`src/logic/lcd_fetch_pkg.sv`:
```
package lcd_fetch_pkg;
    localparam logic [11:0] UPPER_BASE_OFS = 12'h000;
    localparam logic [11:0] LOWER_BASE_OFS = 12'h004;
    localparam logic [11:0] PROGRESS_UP_OFS = 12'h008;
    localparam logic [11:0] PROGRESS_LO_OFS = 12'h00c;
    localparam logic [11:0] FRAME_CFG_OFS = 12'h018;
    localparam logic [11:0] FETCH_CTRL_OFS = 12'h01c;
    localparam logic [11:0] WINDOW_CFG_OFS = 12'h020;
    localparam logic [11:0] LINE_CFG_OFS = 12'h024;
    localparam logic [11:0] DITHER_FIRST_OFS = 12'h81c;
    localparam logic [11:0] DITHER_LAST_OFS = 12'h838;
    localparam logic [11:0] POWER_CTRL_OFS = 12'h83c;
    localparam logic [11:0] IRQ_ENABLE_OFS = 12'h848;
    localparam logic [11:0] IRQ_DISABLE_OFS = 12'h84c;
    localparam logic [11:0] IRQ_MASK_OFS = 12'h850;
    localparam logic [11:0] IRQ_STATUS_OFS = 12'h854;
    localparam logic [11:0] IRQ_CLEAR_OFS = 12'h858;
    localparam logic [31:0] DITHER_FIRST_RST = 32'h0000_00a5;
    localparam logic [31:0] DITHER_LAST_RST = 32'h0f5f_faff;
    localparam logic [31:0] POWER_CTRL_RST = 32'h0000_000e;
    localparam int NUM_IRQ = 6;
    localparam int IRQ_MEM_ERR = 0;
    localparam int IRQ_UNDERFLOW = 1;
    localparam int IRQ_OVERWRITE = 2;
    localparam int IRQ_END_FRAME = 3;
    localparam int IRQ_END_LINE = 4;
    localparam int IRQ_LAST_LINE = 5;
    localparam int CTRL_FETCH_EN = 0;
    localparam int CTRL_UPDATE = 1;
    localparam int CTRL_WINDOW_EN = 2;
    localparam int CTRL_DUAL_SCAN = 3;
    localparam int PWR_CORE_ON = 0;
    localparam int PWR_BUSY = 31;
    localparam int FRAME_SIZE_W = 23;
    localparam int STRIDE_W = 16;
    localparam int PIXOFF_LSB = 24;
    localparam int LINE_WORDS_W = 16;
    localparam logic [2:0] FIFO_DEPTH = 3'h4;
    typedef enum logic [1:0] {
        F_IDLE = 2'b00,
        F_REQ = 2'b01,
        F_WAIT = 2'b10
    } fetch_state_e;
endpackage

```
`src/logic/edge_sync.sv`:
```
`timescale 1ns/1ps
`default_nettype none
// Two-stage synchroniser with a rising-edge pulse on the settled level
module edge_sync (
    // Clock and reset
    input wire logic clk_i,
    input wire logic rst_i,
    // Asynchronous level in, results out
    input wire logic async_i,
    output logic level_o,
    output logic rise_o
);
    typedef struct packed {
        logic meta;
        logic sync;
        logic prev;
    } sync_s;
    sync_s st_reg;
    sync_s st_next;
    // Only the second stage and its delayed copy are looked at
    always_comb begin
        st_next = st_reg;
        st_next.meta = async_i;
        st_next.sync = st_reg.meta;
        st_next.prev = st_reg.sync;
    end
    always_ff @(posedge clk_i) begin
        if (rst_i) begin
            st_reg <= '0;
        end else begin
            st_reg <= st_next;
        end
    end
    assign level_o = st_reg.sync;
    assign rise_o = st_reg.sync & ~st_reg.prev;
endmodule
`default_nettype wire

```
`src/logic/lcd_frame_dma_control.sv`:
```
`timescale 1ns/1ps
`default_nettype none
module lcd_frame_dma_control (
    // Clock and reset
    input wire logic clk_i,
    input wire logic rst_i,
    // Wishbone slave
    input wire logic wb_cyc_i,
    input wire logic wb_stb_i,
    input wire logic wb_we_i,
    input wire logic [11:0] wb_adr_i,
    input wire logic [3:0] wb_sel_i,
    input wire logic [31:0] wb_dat_i,
    output logic [31:0] wb_dat_o,
    output logic wb_ack_o,
    // Memory read port (AHB-like master, simplified)
    output logic mem_req_o,
    output logic [31:0] mem_addr_o,
    input wire logic mem_ready_i,
    input wire logic mem_err_i,
    input wire logic [31:0] mem_rdata_i,
    // Serializer side, pixel-clock domain levels in, core-clock data and valid pulse out
    input wire logic pixel_clk_i,
    input wire logic ser_rd_i,
    input wire logic line_blank_period_i,
    input wire logic last_line_i,
    output logic [31:0] ser_data_o,
    output logic ser_valid_o,
    // Status
    output logic irq_o,
    output logic core_power_on_o
);
    typedef struct packed {
        logic ack;
        logic [31:0] rdata;
        logic [31:0] upper_base;
        logic [31:0] lower_base;
        logic [31:0] act_upper;
        logic [31:0] act_lower;
        logic [lcd_fetch_pkg::FRAME_SIZE_W-1:0] frame_words;
        logic [3:0] ctrl;
        logic [31:0] window_cfg;
        logic [lcd_fetch_pkg::LINE_WORDS_W-1:0] line_words;
        logic [31:0] act_window;
        logic update_pend;
        logic [31:0] dither_first;
        logic [31:0] dither_last;
        logic core_on;
        logic [lcd_fetch_pkg::NUM_IRQ-1:0] mask;
        logic [lcd_fetch_pkg::NUM_IRQ-1:0] status;
        lcd_fetch_pkg::fetch_state_e fstate;
        logic [31:0] addr;
        logic [lcd_fetch_pkg::FRAME_SIZE_W-1:0] cnt;
        logic [lcd_fetch_pkg::LINE_WORDS_W-1:0] lcnt;
        logic lower_half;
        logic [31:0] fifo0;
        logic [31:0] fifo1;
        logic [31:0] fifo2;
        logic [31:0] fifo3;
        logic [1:0] wp;
        logic [1:0] rp;
        logic [2:0] level;
        logic [31:0] out_data;
        logic out_valid;
    } state_s;
    state_s st_reg;
    state_s st_next;
    logic pclk_rise;
    logic rd_sync;
    logic blank_rise;
    logic last_sync;
    logic wb_wr;
    logic wb_rd;
    logic [31:0] wmask;
    logic [lcd_fetch_pkg::NUM_IRQ-1:0] ev;
    logic [31:0] fifo_word;

    // Pins from the panel side pass two flops first
    edge_sync u_pclk (.clk_i(clk_i), .rst_i(rst_i), .async_i(pixel_clk_i),
        .level_o(), .rise_o(pclk_rise));
    edge_sync u_rd (.clk_i(clk_i), .rst_i(rst_i), .async_i(ser_rd_i),
        .level_o(rd_sync), .rise_o());
    edge_sync u_blank (.clk_i(clk_i), .rst_i(rst_i), .async_i(line_blank_period_i),
        .level_o(), .rise_o(blank_rise));
    edge_sync u_last (.clk_i(clk_i), .rst_i(rst_i), .async_i(last_line_i),
        .level_o(last_sync), .rise_o());

    // Bus strobes and byte-lane mask
    assign wb_wr = wb_cyc_i & wb_stb_i & wb_we_i & ~st_reg.ack;
    assign wb_rd = wb_cyc_i & wb_stb_i & ~wb_we_i & ~st_reg.ack;
    assign wmask = {{8{wb_sel_i[3]}}, {8{wb_sel_i[2]}}, {8{wb_sel_i[1]}}, {8{wb_sel_i[0]}}};

    // FIFO head word
    always_comb begin
        case (st_reg.rp)
            2'h0: fifo_word = st_reg.fifo0;
            2'h1: fifo_word = st_reg.fifo1;
            2'h2: fifo_word = st_reg.fifo2;
            default: fifo_word = st_reg.fifo3;
        endcase
    end

    // Whole next-state computation
    always_comb begin
        logic pop;
        logic push;
        logic reload;
        logic fetch_go;
        st_next = st_reg;
        pop = 1'b0;
        push = 1'b0;
        reload = 1'b0;
        ev = '0;
        fetch_go = st_reg.ctrl[lcd_fetch_pkg::CTRL_FETCH_EN] & st_reg.core_on;
        st_next.ack = wb_wr | wb_rd;
        // Register writes
        if (wb_wr) begin
            case (wb_adr_i)
                lcd_fetch_pkg::UPPER_BASE_OFS: begin
                    st_next.upper_base = ((st_reg.upper_base & ~wmask) | (wb_dat_i & wmask))
                        & 32'hffff_fffc;
                end
                lcd_fetch_pkg::LOWER_BASE_OFS: begin
                    st_next.lower_base = (st_reg.lower_base & ~wmask) | (wb_dat_i & wmask);
                end
                lcd_fetch_pkg::FRAME_CFG_OFS: begin
                    st_next.frame_words = wb_dat_i[lcd_fetch_pkg::FRAME_SIZE_W-1:0];
                end
                lcd_fetch_pkg::FETCH_CTRL_OFS: begin
                    st_next.ctrl = wb_dat_i[3:0];
                    st_next.ctrl[lcd_fetch_pkg::CTRL_UPDATE] = 1'b0;
                    if (wb_dat_i[lcd_fetch_pkg::CTRL_UPDATE]) begin
                        st_next.update_pend = 1'b1;
                    end
                end
                lcd_fetch_pkg::WINDOW_CFG_OFS: begin
                    st_next.window_cfg = (st_reg.window_cfg & ~wmask) | (wb_dat_i & wmask);
                end
                lcd_fetch_pkg::LINE_CFG_OFS: begin
                    st_next.line_words = wb_dat_i[lcd_fetch_pkg::LINE_WORDS_W-1:0];
                end
                lcd_fetch_pkg::DITHER_FIRST_OFS: begin
                    st_next.dither_first = (st_reg.dither_first & ~wmask) | (wb_dat_i & wmask);
                end
                lcd_fetch_pkg::DITHER_LAST_OFS: begin
                    st_next.dither_last = (st_reg.dither_last & ~wmask) | (wb_dat_i & wmask);
                end
                lcd_fetch_pkg::POWER_CTRL_OFS: begin
                    st_next.core_on = wb_dat_i[lcd_fetch_pkg::PWR_CORE_ON];
                end
                lcd_fetch_pkg::IRQ_ENABLE_OFS: begin
                    st_next.mask = st_reg.mask | wb_dat_i[lcd_fetch_pkg::NUM_IRQ-1:0];
                end
                lcd_fetch_pkg::IRQ_DISABLE_OFS: begin
                    st_next.mask = st_reg.mask & ~wb_dat_i[lcd_fetch_pkg::NUM_IRQ-1:0];
                end
                lcd_fetch_pkg::IRQ_CLEAR_OFS: begin
                    st_next.status = st_reg.status & ~wb_dat_i[lcd_fetch_pkg::NUM_IRQ-1:0];
                end
                default: begin
                end
            endcase
        end
        // Register reads
        if (wb_rd) begin
            case (wb_adr_i)
                lcd_fetch_pkg::UPPER_BASE_OFS: st_next.rdata = st_reg.upper_base;
                lcd_fetch_pkg::LOWER_BASE_OFS: st_next.rdata = st_reg.lower_base;
                lcd_fetch_pkg::PROGRESS_UP_OFS: begin
                    st_next.rdata = st_reg.lower_half ? 32'h0 :
                        {9'h0, st_reg.cnt};
                end
                lcd_fetch_pkg::PROGRESS_LO_OFS: begin
                    st_next.rdata = st_reg.lower_half ? {9'h0, st_reg.cnt} : 32'h0;
                end
                lcd_fetch_pkg::FRAME_CFG_OFS: st_next.rdata = {9'h0, st_reg.frame_words};
                lcd_fetch_pkg::FETCH_CTRL_OFS: st_next.rdata = {28'h0, st_reg.ctrl};
                lcd_fetch_pkg::WINDOW_CFG_OFS: st_next.rdata = st_reg.window_cfg;
                lcd_fetch_pkg::LINE_CFG_OFS: st_next.rdata = {16'h0, st_reg.line_words};
                lcd_fetch_pkg::DITHER_FIRST_OFS: st_next.rdata = st_reg.dither_first;
                lcd_fetch_pkg::DITHER_LAST_OFS: st_next.rdata = st_reg.dither_last;
                lcd_fetch_pkg::POWER_CTRL_OFS: begin
                    st_next.rdata = {(st_reg.fstate != lcd_fetch_pkg::F_IDLE) | st_reg.core_on,
                        30'h0, st_reg.core_on};
                end
                lcd_fetch_pkg::IRQ_MASK_OFS: st_next.rdata = {26'h0, st_reg.mask};
                lcd_fetch_pkg::IRQ_STATUS_OFS: st_next.rdata = {26'h0, st_reg.status};
                default: st_next.rdata = 32'h0;
            endcase
        end
        // Serializer pops one word per rising pixel-clock edge while it asks
        if (pclk_rise && rd_sync) begin
            if (st_reg.level == 3'h0) begin
                ev[lcd_fetch_pkg::IRQ_UNDERFLOW] = 1'b1;
            end else begin
                pop = 1'b1;
                st_next.out_data = fifo_word;
            end
        end
        st_next.out_valid = pop;
        // Fetch engine
        case (st_reg.fstate)
            lcd_fetch_pkg::F_IDLE: begin
                if (fetch_go) begin
                    reload = 1'b1;
                    st_next.fstate = lcd_fetch_pkg::F_REQ;
                end
            end
            lcd_fetch_pkg::F_REQ: begin
                if (!fetch_go) begin
                    st_next.fstate = lcd_fetch_pkg::F_IDLE;
                end else if (st_reg.level < lcd_fetch_pkg::FIFO_DEPTH) begin
                    st_next.fstate = lcd_fetch_pkg::F_WAIT;
                end
            end
            lcd_fetch_pkg::F_WAIT: begin
                if (mem_err_i) begin
                    ev[lcd_fetch_pkg::IRQ_MEM_ERR] = 1'b1;
                    st_next.fstate = lcd_fetch_pkg::F_REQ;
                end else if (mem_ready_i) begin
                    if (st_reg.level == lcd_fetch_pkg::FIFO_DEPTH && !pop) begin
                        ev[lcd_fetch_pkg::IRQ_OVERWRITE] = 1'b1;
                    end else begin
                        push = 1'b1;
                    end
                    st_next.cnt = st_reg.cnt + 1'b1;
                    st_next.lcnt = st_reg.lcnt + 1'b1;
                    st_next.addr = st_reg.addr + 32'h4;
                    // Window mode jumps the stride at line end
                    if (st_reg.act_window[lcd_fetch_pkg::STRIDE_W] &&
                        st_reg.lcnt + 1'b1 == st_reg.line_words) begin
                        st_next.lcnt = '0;
                        st_next.addr = st_reg.addr + 32'h4 +
                            {14'h0, st_reg.act_window[lcd_fetch_pkg::STRIDE_W-1:0], 2'b00};
                    end
                    if (st_reg.cnt + 1'b1 == st_reg.frame_words) begin
                        if (st_reg.ctrl[lcd_fetch_pkg::CTRL_DUAL_SCAN] && !st_reg.lower_half) begin
                            st_next.lower_half = 1'b1;
                            st_next.cnt = '0;
                            st_next.lcnt = '0;
                            st_next.addr = st_reg.act_lower;
                        end else begin
                            reload = 1'b1;
                        end
                    end
                    st_next.fstate = lcd_fetch_pkg::F_REQ;
                end
            end
            default: st_next.fstate = lcd_fetch_pkg::F_IDLE;
        endcase
        // Frame boundary: shadow copies go live, in window or dual-scan mode only with an update pending
        if (reload) begin
            if (!(st_reg.ctrl[lcd_fetch_pkg::CTRL_DUAL_SCAN] ||
                  st_reg.ctrl[lcd_fetch_pkg::CTRL_WINDOW_EN]) || st_reg.update_pend) begin
                st_next.act_upper = st_reg.upper_base;
                st_next.act_lower = st_reg.lower_base;
                st_next.act_window = st_reg.ctrl[lcd_fetch_pkg::CTRL_WINDOW_EN] ?
                    {st_reg.window_cfg[31:17], 1'b1, st_reg.window_cfg[15:0]} : 32'h0;
                st_next.update_pend = 1'b0;
                st_next.addr = st_reg.upper_base;
            end else begin
                st_next.addr = st_reg.act_upper;
            end
            st_next.cnt = '0;
            st_next.lcnt = '0;
            st_next.lower_half = 1'b0;
            ev[lcd_fetch_pkg::IRQ_END_FRAME] = 1'b1;
        end
        // Line blanking while the engine rests
        if (blank_rise && st_reg.fstate != lcd_fetch_pkg::F_WAIT) begin
            ev[lcd_fetch_pkg::IRQ_END_LINE] = 1'b1;
            ev[lcd_fetch_pkg::IRQ_LAST_LINE] = last_sync;
        end
        // FIFO storage
        if (push) begin
            case (st_reg.wp)
                2'h0: st_next.fifo0 = mem_rdata_i;
                2'h1: st_next.fifo1 = mem_rdata_i;
                2'h2: st_next.fifo2 = mem_rdata_i;
                default: st_next.fifo3 = mem_rdata_i;
            endcase
            st_next.wp = st_reg.wp + 2'h1;
        end
        if (pop) begin
            st_next.rp = st_reg.rp + 2'h1;
        end
        st_next.level = st_reg.level + {2'h0, push} - {2'h0, pop};
        // Events win over a clear in the same cycle
        st_next.status = st_next.status | ev;
    end

    always_ff @(posedge clk_i) begin
        if (rst_i) begin
            st_reg <= '0;
            st_reg.dither_first <= lcd_fetch_pkg::DITHER_FIRST_RST;
            st_reg.dither_last <= lcd_fetch_pkg::DITHER_LAST_RST;
            st_reg.fstate <= lcd_fetch_pkg::F_IDLE;
        end else begin
            st_reg <= st_next;
        end
    end

    // Outputs
    assign wb_ack_o = st_reg.ack;
    assign wb_dat_o = st_reg.rdata;
    assign mem_req_o = st_reg.fstate == lcd_fetch_pkg::F_WAIT;
    assign mem_addr_o = st_reg.addr;
    assign ser_data_o = st_reg.out_data;
    assign ser_valid_o = st_reg.out_valid;
    assign irq_o = |(st_reg.status & st_reg.mask);
    assign core_power_on_o = st_reg.core_on;
endmodule
`default_nettype wire

```
`config.mk`:
```
export PLATFORM = sky130hd
export DESIGN_NAME = lcd_frame_dma_control
export DESIGN_NICKNAME = d
export VERILOG_FILES = /design/src/logic/lcd_fetch_pkg.sv /design/src/logic/edge_sync.sv /design/src/logic/lcd_frame_dma_control.sv
export SDC_FILE = /design/constraint.sdc
export NUM_CORES = 1
export LEC_CHECK = 0
export ABC_AREA = 0
export BUFFER_PORTS_ARGS = -buffer_cell sky130_fd_sc_hd__buf_4
export CELL_PAD_IN_SITES_DETAIL_PLACEMENT = 1
export CELL_PAD_IN_SITES_GLOBAL_PLACEMENT = 1
export CORE_AREA = 5 5 270 272
export DETAILED_ROUTE_END_ITERATION = 6
export DIE_AREA = 0 0 275 277
export PLACE_DENSITY = 0.74
export RECOVER_POWER = 25
export SYNTH_ARGS = -nofsm -noshare
export SYNTH_HDL_FRONTEND = slang
export SYNTH_HIERARCHICAL = 1
export SYNTH_SLANG_ARGS = --single-unit
```
`constraint.sdc`:
```
create_clock -name clk_i -period 9.1 [get_ports clk_i]
set_input_delay 1.82 -clock clk_i [delete_from_list [all_inputs] [get_ports clk_i]]
set_output_delay 1.82 -clock clk_i [all_outputs]
set_load 0.01 [all_outputs]
```
==> results.txt, run 1 <==
----------------------------------------------------
[Status]
  Outcome ... complete, but fails checks
  Failing checks ... design-rule violations, max-capacitance violations, max-slew violations

[Synth]
  Syn avg cell area ... 7.85 um^2
  Cell area after technology mapping ... 27700 um^2
  Number of cells produced by synthesis ... 3536
  Warnings from Yosys ... 6
  Net count after synthesis ... ~3700

[Timing]
  Worst-margin pin slew ... approximately 4.9 ns
  Worst hold margin ... 0.452 ns
  Fin crit period ... about 6.5 ns
  Tcrit/Tclk final ... 71.6%
  Max Clock Freq ... 153 MHz
  RSZ-0062 raised after global routing ... false
  Number of endpoints with negative hold slack in the final report ... 0
  Fin Setup TNS ... 0 ns
  Headroom to the max-slew limit ... -223%
  Pins Over Slew Limit ... between 100 and 150
  Worst clock skew ... ~0.04 ns
  Final setup fails ... 0
  Post-route worst setup slack ... 2.59 ns

[GRT]
  Aggregate global-route resource usage ... 26.1%
  Maximum number of pins on one net before global-route repair ... 181
  Initial antenna violation count ... 4
  First-pass GRT wire length ... 157 mm
  Vias in the first global route ... 25500
  Overflow left after global routing ... 0

[Cells and area]
  Proportion of layout cells with a drive suffix above 1 ... 8.69%
  Register area ... 11600 um^2
  Final #Nets ... between 3000 and 4000
  Footprint of the multi-input gates ... roughly 14000 um^2
  Post-layout utilization of the core ... between 40% and 50%
  Non-filler instance count after layout ... 4507
  Signed area change from the synthesized netlist to the final layout ... 11.8%
  Number of fillers in the final layout ... 8614

[Pwr]
  Leakage power figure ... 0.0100 uW
  Max rail drop VDD ... ~0.12 mV
  Pwr per Cell Area ... about 180 nW/um^2

[Job]
  Max-cap violations ... 1

[Clock tree]
  Longest Clk Path Bufs ... 3
  Number of buffers created by CTS ... 69
  Sink count of the clock tree ... 578
  Number of hold-repair buffers added at the cts stage ... 0
  Post CTS Setup Buffer Count ... 0
  Number of cells upsized or downsized after cts ... 0
  Clock Pin Slew Worst Setup and Hold Paths ... 0.06 ns
  Root Driver ... sky130_fd_sc_hd__clkbuf_16
  # H-tree levels ... 3
  Later-pin clock latency in the skew report ... about 0.63 ns
  CTS tree ... yes

[Critical path]
  Classification of the worst setup path ... in2reg
  Data required time of the critical path ... 9.58 ns
  Beginning of the worst register-to-register path ... st_reg[185]$_SDFFE_PP0P_
  Maximum fanout encountered on the critical timing path ... 180
  Data arrival at the endpoint of the critical path ... 7.00 ns
  Critical path capture point type ... register
  Critical Path Start Type ... input pin
  Worst setup path startpoint ... rst_i

[Placement]
  Hpwl dp ... between 70 and 80 mm
  Final GP Congestion ... 0.872
  Pre-CTS setup slack ... just over 4 ns
  IO buf count ... 191
  Count of placed standard cells including taps ... 4382

[Detailed routing]
  Final antenna-violating net count ... 0
  DR WL/cell ... about 23 um
  Highest metal used ... met5
  Drt first-iter violations ... approximately 2200
  Number of vias per cell ... between 5 and 6
  Overall routed net length ... 104 mm
  WL met2 ... 47.9 mm
  Routed metal-1 wirelength ... 45.8 mm
  Drc violations ... 5
  Number of vias after detailed routing ... 25900
  First-pass iteration count of the detailed router ... 7
  Sum of met3 wire segment lengths after detailed routing ... roughly 6.5 mm

[Floorplan]
  Die Area ... ~76000 um^2
  Floorplan row count ... 98
  Initial Util ... 39.3%
  I/O pins ... 192
  Die X-Extent ... ~280 um
  Die height ... 277 um
  Std-Cell Core Area ... 70500 um^2

[Hold path]
  Class of the tightest hold or removal check ... reg2reg
  Startpoint of the lowest-slack hold path ... ser_data_o[2]$_SDFFE_PP0P_

----------------------------------------------------
path summary, 6_finish.rpt:
check / end / slack, ns / cells past startpoint
setup reg to reg: st_reg[433]$_SDFFE_PP0P_ / 4.13 / 12
setup / recovery: mem_addr_o[23]$_SDFFE_PP0P_ / 2.59 / 6
hold reg to reg: ser_data_o[2]$_SDFFE_PP0P_ / 0.45 / 2
hold / removal: ser_data_o[2]$_SDFFE_PP0P_ / 0.45 / 2
through the flow:
stage,power (uW),area [um^2]
final,5520,31000
after global routing,5680,31000
after CTS,5560,31400
after detailed placement,2730,29100
after global placement,2730,29100
after floorplan,2650,27700
cell usage in the layout (no fill, tap or decap), types with 14 or more instances in the layout:
master	n
sky130_fd_sc_hd__a222oi_1	42
sky130_fd_sc_hd__nor4_1	14
sky130_fd_sc_hd__a31oi_1	31
sky130_fd_sc_hd__nor3_1	41
sky130_fd_sc_hd__buf_4	124
sky130_fd_sc_hd__o21ai_0	106
sky130_fd_sc_hd__nand4_1	31
sky130_fd_sc_hd__dfxtp_1	578
sky130_fd_sc_hd__nand2_1	891
sky130_fd_sc_hd__clkbuf_1	109
sky130_fd_sc_hd__a221oi_1	22
sky130_fd_sc_hd__a22oi_1	32
sky130_fd_sc_hd__ha_1	27
sky130_fd_sc_hd__clkbuf_8	18
sky130_fd_sc_hd__or3_1	30
sky130_fd_sc_hd__clkbuf_16	69
sky130_fd_sc_hd__nand3_1	81
sky130_fd_sc_hd__o211ai_1	22
sky130_fd_sc_hd__a21oi_1	494
sky130_fd_sc_hd__xor2_1	40
sky130_fd_sc_hd__xnor2_1	64
sky130_fd_sc_hd__mux2i_1	145
sky130_fd_sc_hd__nor2_1	250
sky130_fd_sc_hd__inv_1	28
sky130_fd_sc_hd__nor2b_1	18
routing by layer:
| metal | vias up | global-route usage (%) |
|---|---|---|
| met5 | - | 0 |
| met1 | 12800 | 35.6 |
| met3 | 178 | 4.33 |
| li1 | 12100 | - |
| met2 | 781 | 42.0 |
| met4 | 2 | 8.39 |
worst max-delay path, cell delays in order:
cell and delay [ns]:
sky130_fd_sc_hd__clkbuf_1 3.33, sky130_fd_sc_hd__buf_12 0.51, sky130_fd_sc_hd__buf_4 0.66, sky130_fd_sc_hd__a211oi_1 0.11, sky130_fd_sc_hd__a41oi_1 0.18, sky130_fd_sc_hd__o21ai_0 0.10
power breakdown:
group | switching [uW] | internal [uW] | total (uW)
sequential | 1.29 | 2530 | 2530
combinational | 103 | 39.6 | 142
clock | 1190 | 1650 | 2840
final cells by class:
class | count | area share (%)
inverter | 31 | 0.375
timing repair buffer | 227 | 4.30
tap | 950 | 3.83
sequential | 578 | 37.3
multi-input combinational | 2596 | 46.6
clock inverter | 29 | 1.15
clock buffer | 94 | 6.45
antenna | 2 | 0.0161
Power figures use the tool's default switching activity.
==> run 2, diff against run 1 <==
--- a/config.mk
+++ b/config.mk
@@ -5,14 +5,14 @@
 export SDC_FILE = /design/constraint.sdc
 export NUM_CORES = 1
 export LEC_CHECK = 0
-export ABC_AREA = 0
+export ABC_AREA = 1
 export BUFFER_PORTS_ARGS = -buffer_cell sky130_fd_sc_hd__buf_4
 export CELL_PAD_IN_SITES_DETAIL_PLACEMENT = 1
 export CELL_PAD_IN_SITES_GLOBAL_PLACEMENT = 1
-export CORE_AREA = 5 5 270 272
+export CORE_AREA = 5 5 275 277
 export DETAILED_ROUTE_END_ITERATION = 6
-export DIE_AREA = 0 0 275 277
-export PLACE_DENSITY = 0.74
+export DIE_AREA = 0 0 280 282
+export PLACE_DENSITY = 0.76
 export RECOVER_POWER = 25
 export SYNTH_ARGS = -nofsm -noshare
 export SYNTH_HDL_FRONTEND = slang
==> constraint.sdc (replaced) <==
create_clock -name clk_i -period 6.3 [get_ports clk_i]
set_input_delay 1.26 -clock clk_i [delete_from_list [all_inputs] [get_ports clk_i]]
set_output_delay 1.26 -clock clk_i [all_outputs]
set_load 0.01 [all_outputs]
==> run 2 against run 1 <==
  * Routed wire length rose by 7.5%
  * The flow finishes with violations (max-capacitance violations, max-slew violations)
  * Area after synthesis is 3.9% higher
  * Register-to-register slack lost 2.4 ns
  * Total power increased by 54%
==> results.txt, run 2 <==
----------------------------------------------------
[Critical path]
  Maximum fanout encountered on the critical timing path ... 77
  Data arrival at the endpoint of the critical path ... roughly 5.7 ns
  Data required time of the critical path ... 6.78 ns
  Critical Path Start Type ... input pin
  Classification of the worst setup path ... in2reg
  R2R depth ... 11
  Critical path capture point type ... register

[Synth]
  Net count after synthesis ... roughly 4400
  Warnings from Yosys ... 6
  Cell area after technology mapping ... 28800 um^2
  Syn avg cell area ... 6.81 um^2
  Number of cells produced by synthesis ... 4230

[Placement]
  Count of placed standard cells including taps ... 5108
  IO buf count ... 191
  Hpwl dp ... between 70 and 80 mm
  Post-placement cell area ... around 30000 um^2
  Final GP Congestion ... around 0.94

[Detailed routing]
  Final antenna-violating net count ... 0
  Drc violations ... 0
  DR WL/cell ... 21.3 um
  Overall routed net length ... about 110 mm
  Number of vias per cell ... 5.57
  Number of vias after detailed routing ... 29100
  First-pass iteration count of the detailed router ... 5
  Drt first-iter violations ... between 1500 and 2000

[Cells and area]
  Signed area change from the synthesized netlist to the final layout ... 12.5%
  Final #Nets ... around 4300
  Non-filler instance count after layout ... 5236
  Proportion of layout cells with a drive suffix above 1 ... between 6 and 7%
  Final design instance area without fill ... 32400 um^2
  Most common cell after layout, fill and taps aside ... sky130_fd_sc_hd__nand2_1
  Commonest cells after routing, fill and taps aside ... sky130_fd_sc_hd__nand2_1, sky130_fd_sc_hd__dfxtp_1, sky130_fd_sc_hd__a21oi_1

[GRT]
  First-pass GRT wire length ... 170 mm
  Aggregate global-route resource usage ... 27.2%
  Maximum number of pins on one net before global-route repair ... 200
  Vias in the first global route ... 28900
  Overflow left after global routing ... 0
  Initial antenna violation count ... 7

[Timing]
  Fin crit period ... 5.17 ns
  Final setup fails ... 0
  Headroom to the max-slew limit ... -68.3%
  Number of endpoints with negative hold slack in the final report ... 0
  Worst-margin pin slew ... 2.52 ns
  Tcrit/Tclk final ... 82.0%
  RSZ-0062 raised after global routing ... false
  Worst clock skew ... 0.0260 ns
  Fin Setup TNS ... 0 ns
  Max Clock Freq ... 194 MHz
  Pins Over Slew Limit ... 193
  Worst hold margin ... 0.403 ns

[Floorplan]
  Die Area ... between 70000 and 80000 um^2
  Die height ... 282 um
  Std-Cell Core Area ... approximately 73000 um^2
  Floorplan row count ... 99
  Die X-Extent ... 280 um
  Initial Util ... 39.7%
  I/O pins ... 192

[Clock tree]
  # H-tree levels ... 3
  Root Driver ... sky130_fd_sc_hd__clkbuf_16
  Later-pin clock latency in the skew report ... 0.63 ns
  Longest Clk Path Bufs ... 3
  Number of buffers created by CTS ... 70
  Number of hold-repair buffers added at the cts stage ... 0
  CTS tree ... yes
  Post CTS Setup Buffer Count ... 0
  Number of cells upsized or downsized after cts ... 0
  Sink count of the clock tree ... 578
  Clock Pin Slew Worst Setup and Hold Paths ... around 0.060 ns

[Status]
  Outcome ... complete, but fails checks
  Failing checks ... max-capacitance violations, max-slew violations

[Pwr]
  Max rail drop VDD ... 0.226 mV
  Leakage power figure ... around 0.013 uW
  Pwr Total ... 8520 uW
  Pwr per Cell Area ... 263 nW/um^2

[Hold path]
  WHS Path Cells ... 2
  Class of the tightest hold or removal check ... reg2reg

[Job]
  Max-cap violations ... 3

----------------------------------------------------
[run 2: final timing paths]
kind,from,to,slack (ns)
setup reg to reg,st_reg[241]$_SDFFE_PP0P_,st_reg[58]$_SDFFE_PP0P_,1.72
hold / removal,u_blank/st_next[1]$_SDFF_PP0_,u_blank/level_o$_SDFF_PP0_,0.40
hold reg to reg,u_blank/st_next[1]$_SDFF_PP0_,u_blank/level_o$_SDFF_PP0_,0.40
setup / recovery,rst_i,register,1.13
[run 2: per-stage QoR]
step	setup slack, ns	utilization [%]
after floorplan	2.57	-
after global placement	1.95	41.6
after detailed placement	1.74	41.6
after CTS	2.07	45.2
after global routing	0.908	44.7
final	1.13	44.7
[run 2: final cells by class]
| class | count | area [um^2] |
|---|---|---|
| Inverter | 470 | 1770 |
| Sequential cell | 578 | 11600 |
| Antenna cell | 2 | 5.00 |
| Clock buffer | 89 | 1920 |
| Multi-Input combinational cell | 2873 | 13900 |
| Timing Repair Buffer | 228 | 1320 |
| Fill cell | 9421 | 40200 |
| Tap cell | 959 | 1200 |
| Clock inverter | 37 | 701 |
[run 2: routing by layer]
metal | vias to the layer above | global-route usage, % | part of all wire (%)
met5 | - | 0 | 0.062
met4 | 12 | 9.74 | 3.9
met3 | 222 | 4.94 | 5.3
met2 | 706 | 46.7 | 48
met1 | 14300 | 34.3 | 43
li1 | 13900 | - | -
[run 2: worst max-delay path, cell delays in order]
cell,delay [ns]
sky130_fd_sc_hd__clkbuf_1,1.75
sky130_fd_sc_hd__clkbuf_2,1.60
sky130_fd_sc_hd__buf_4,0.75
sky130_fd_sc_hd__nor2_1,0.12
[run 2: report_power, final]
part	switching, uW	internal, uW	leakage, uW
Clock	1750	2890	0.00128
Sequential	1.29	3660	0.00466
Combinational	157	59.2	0.00663
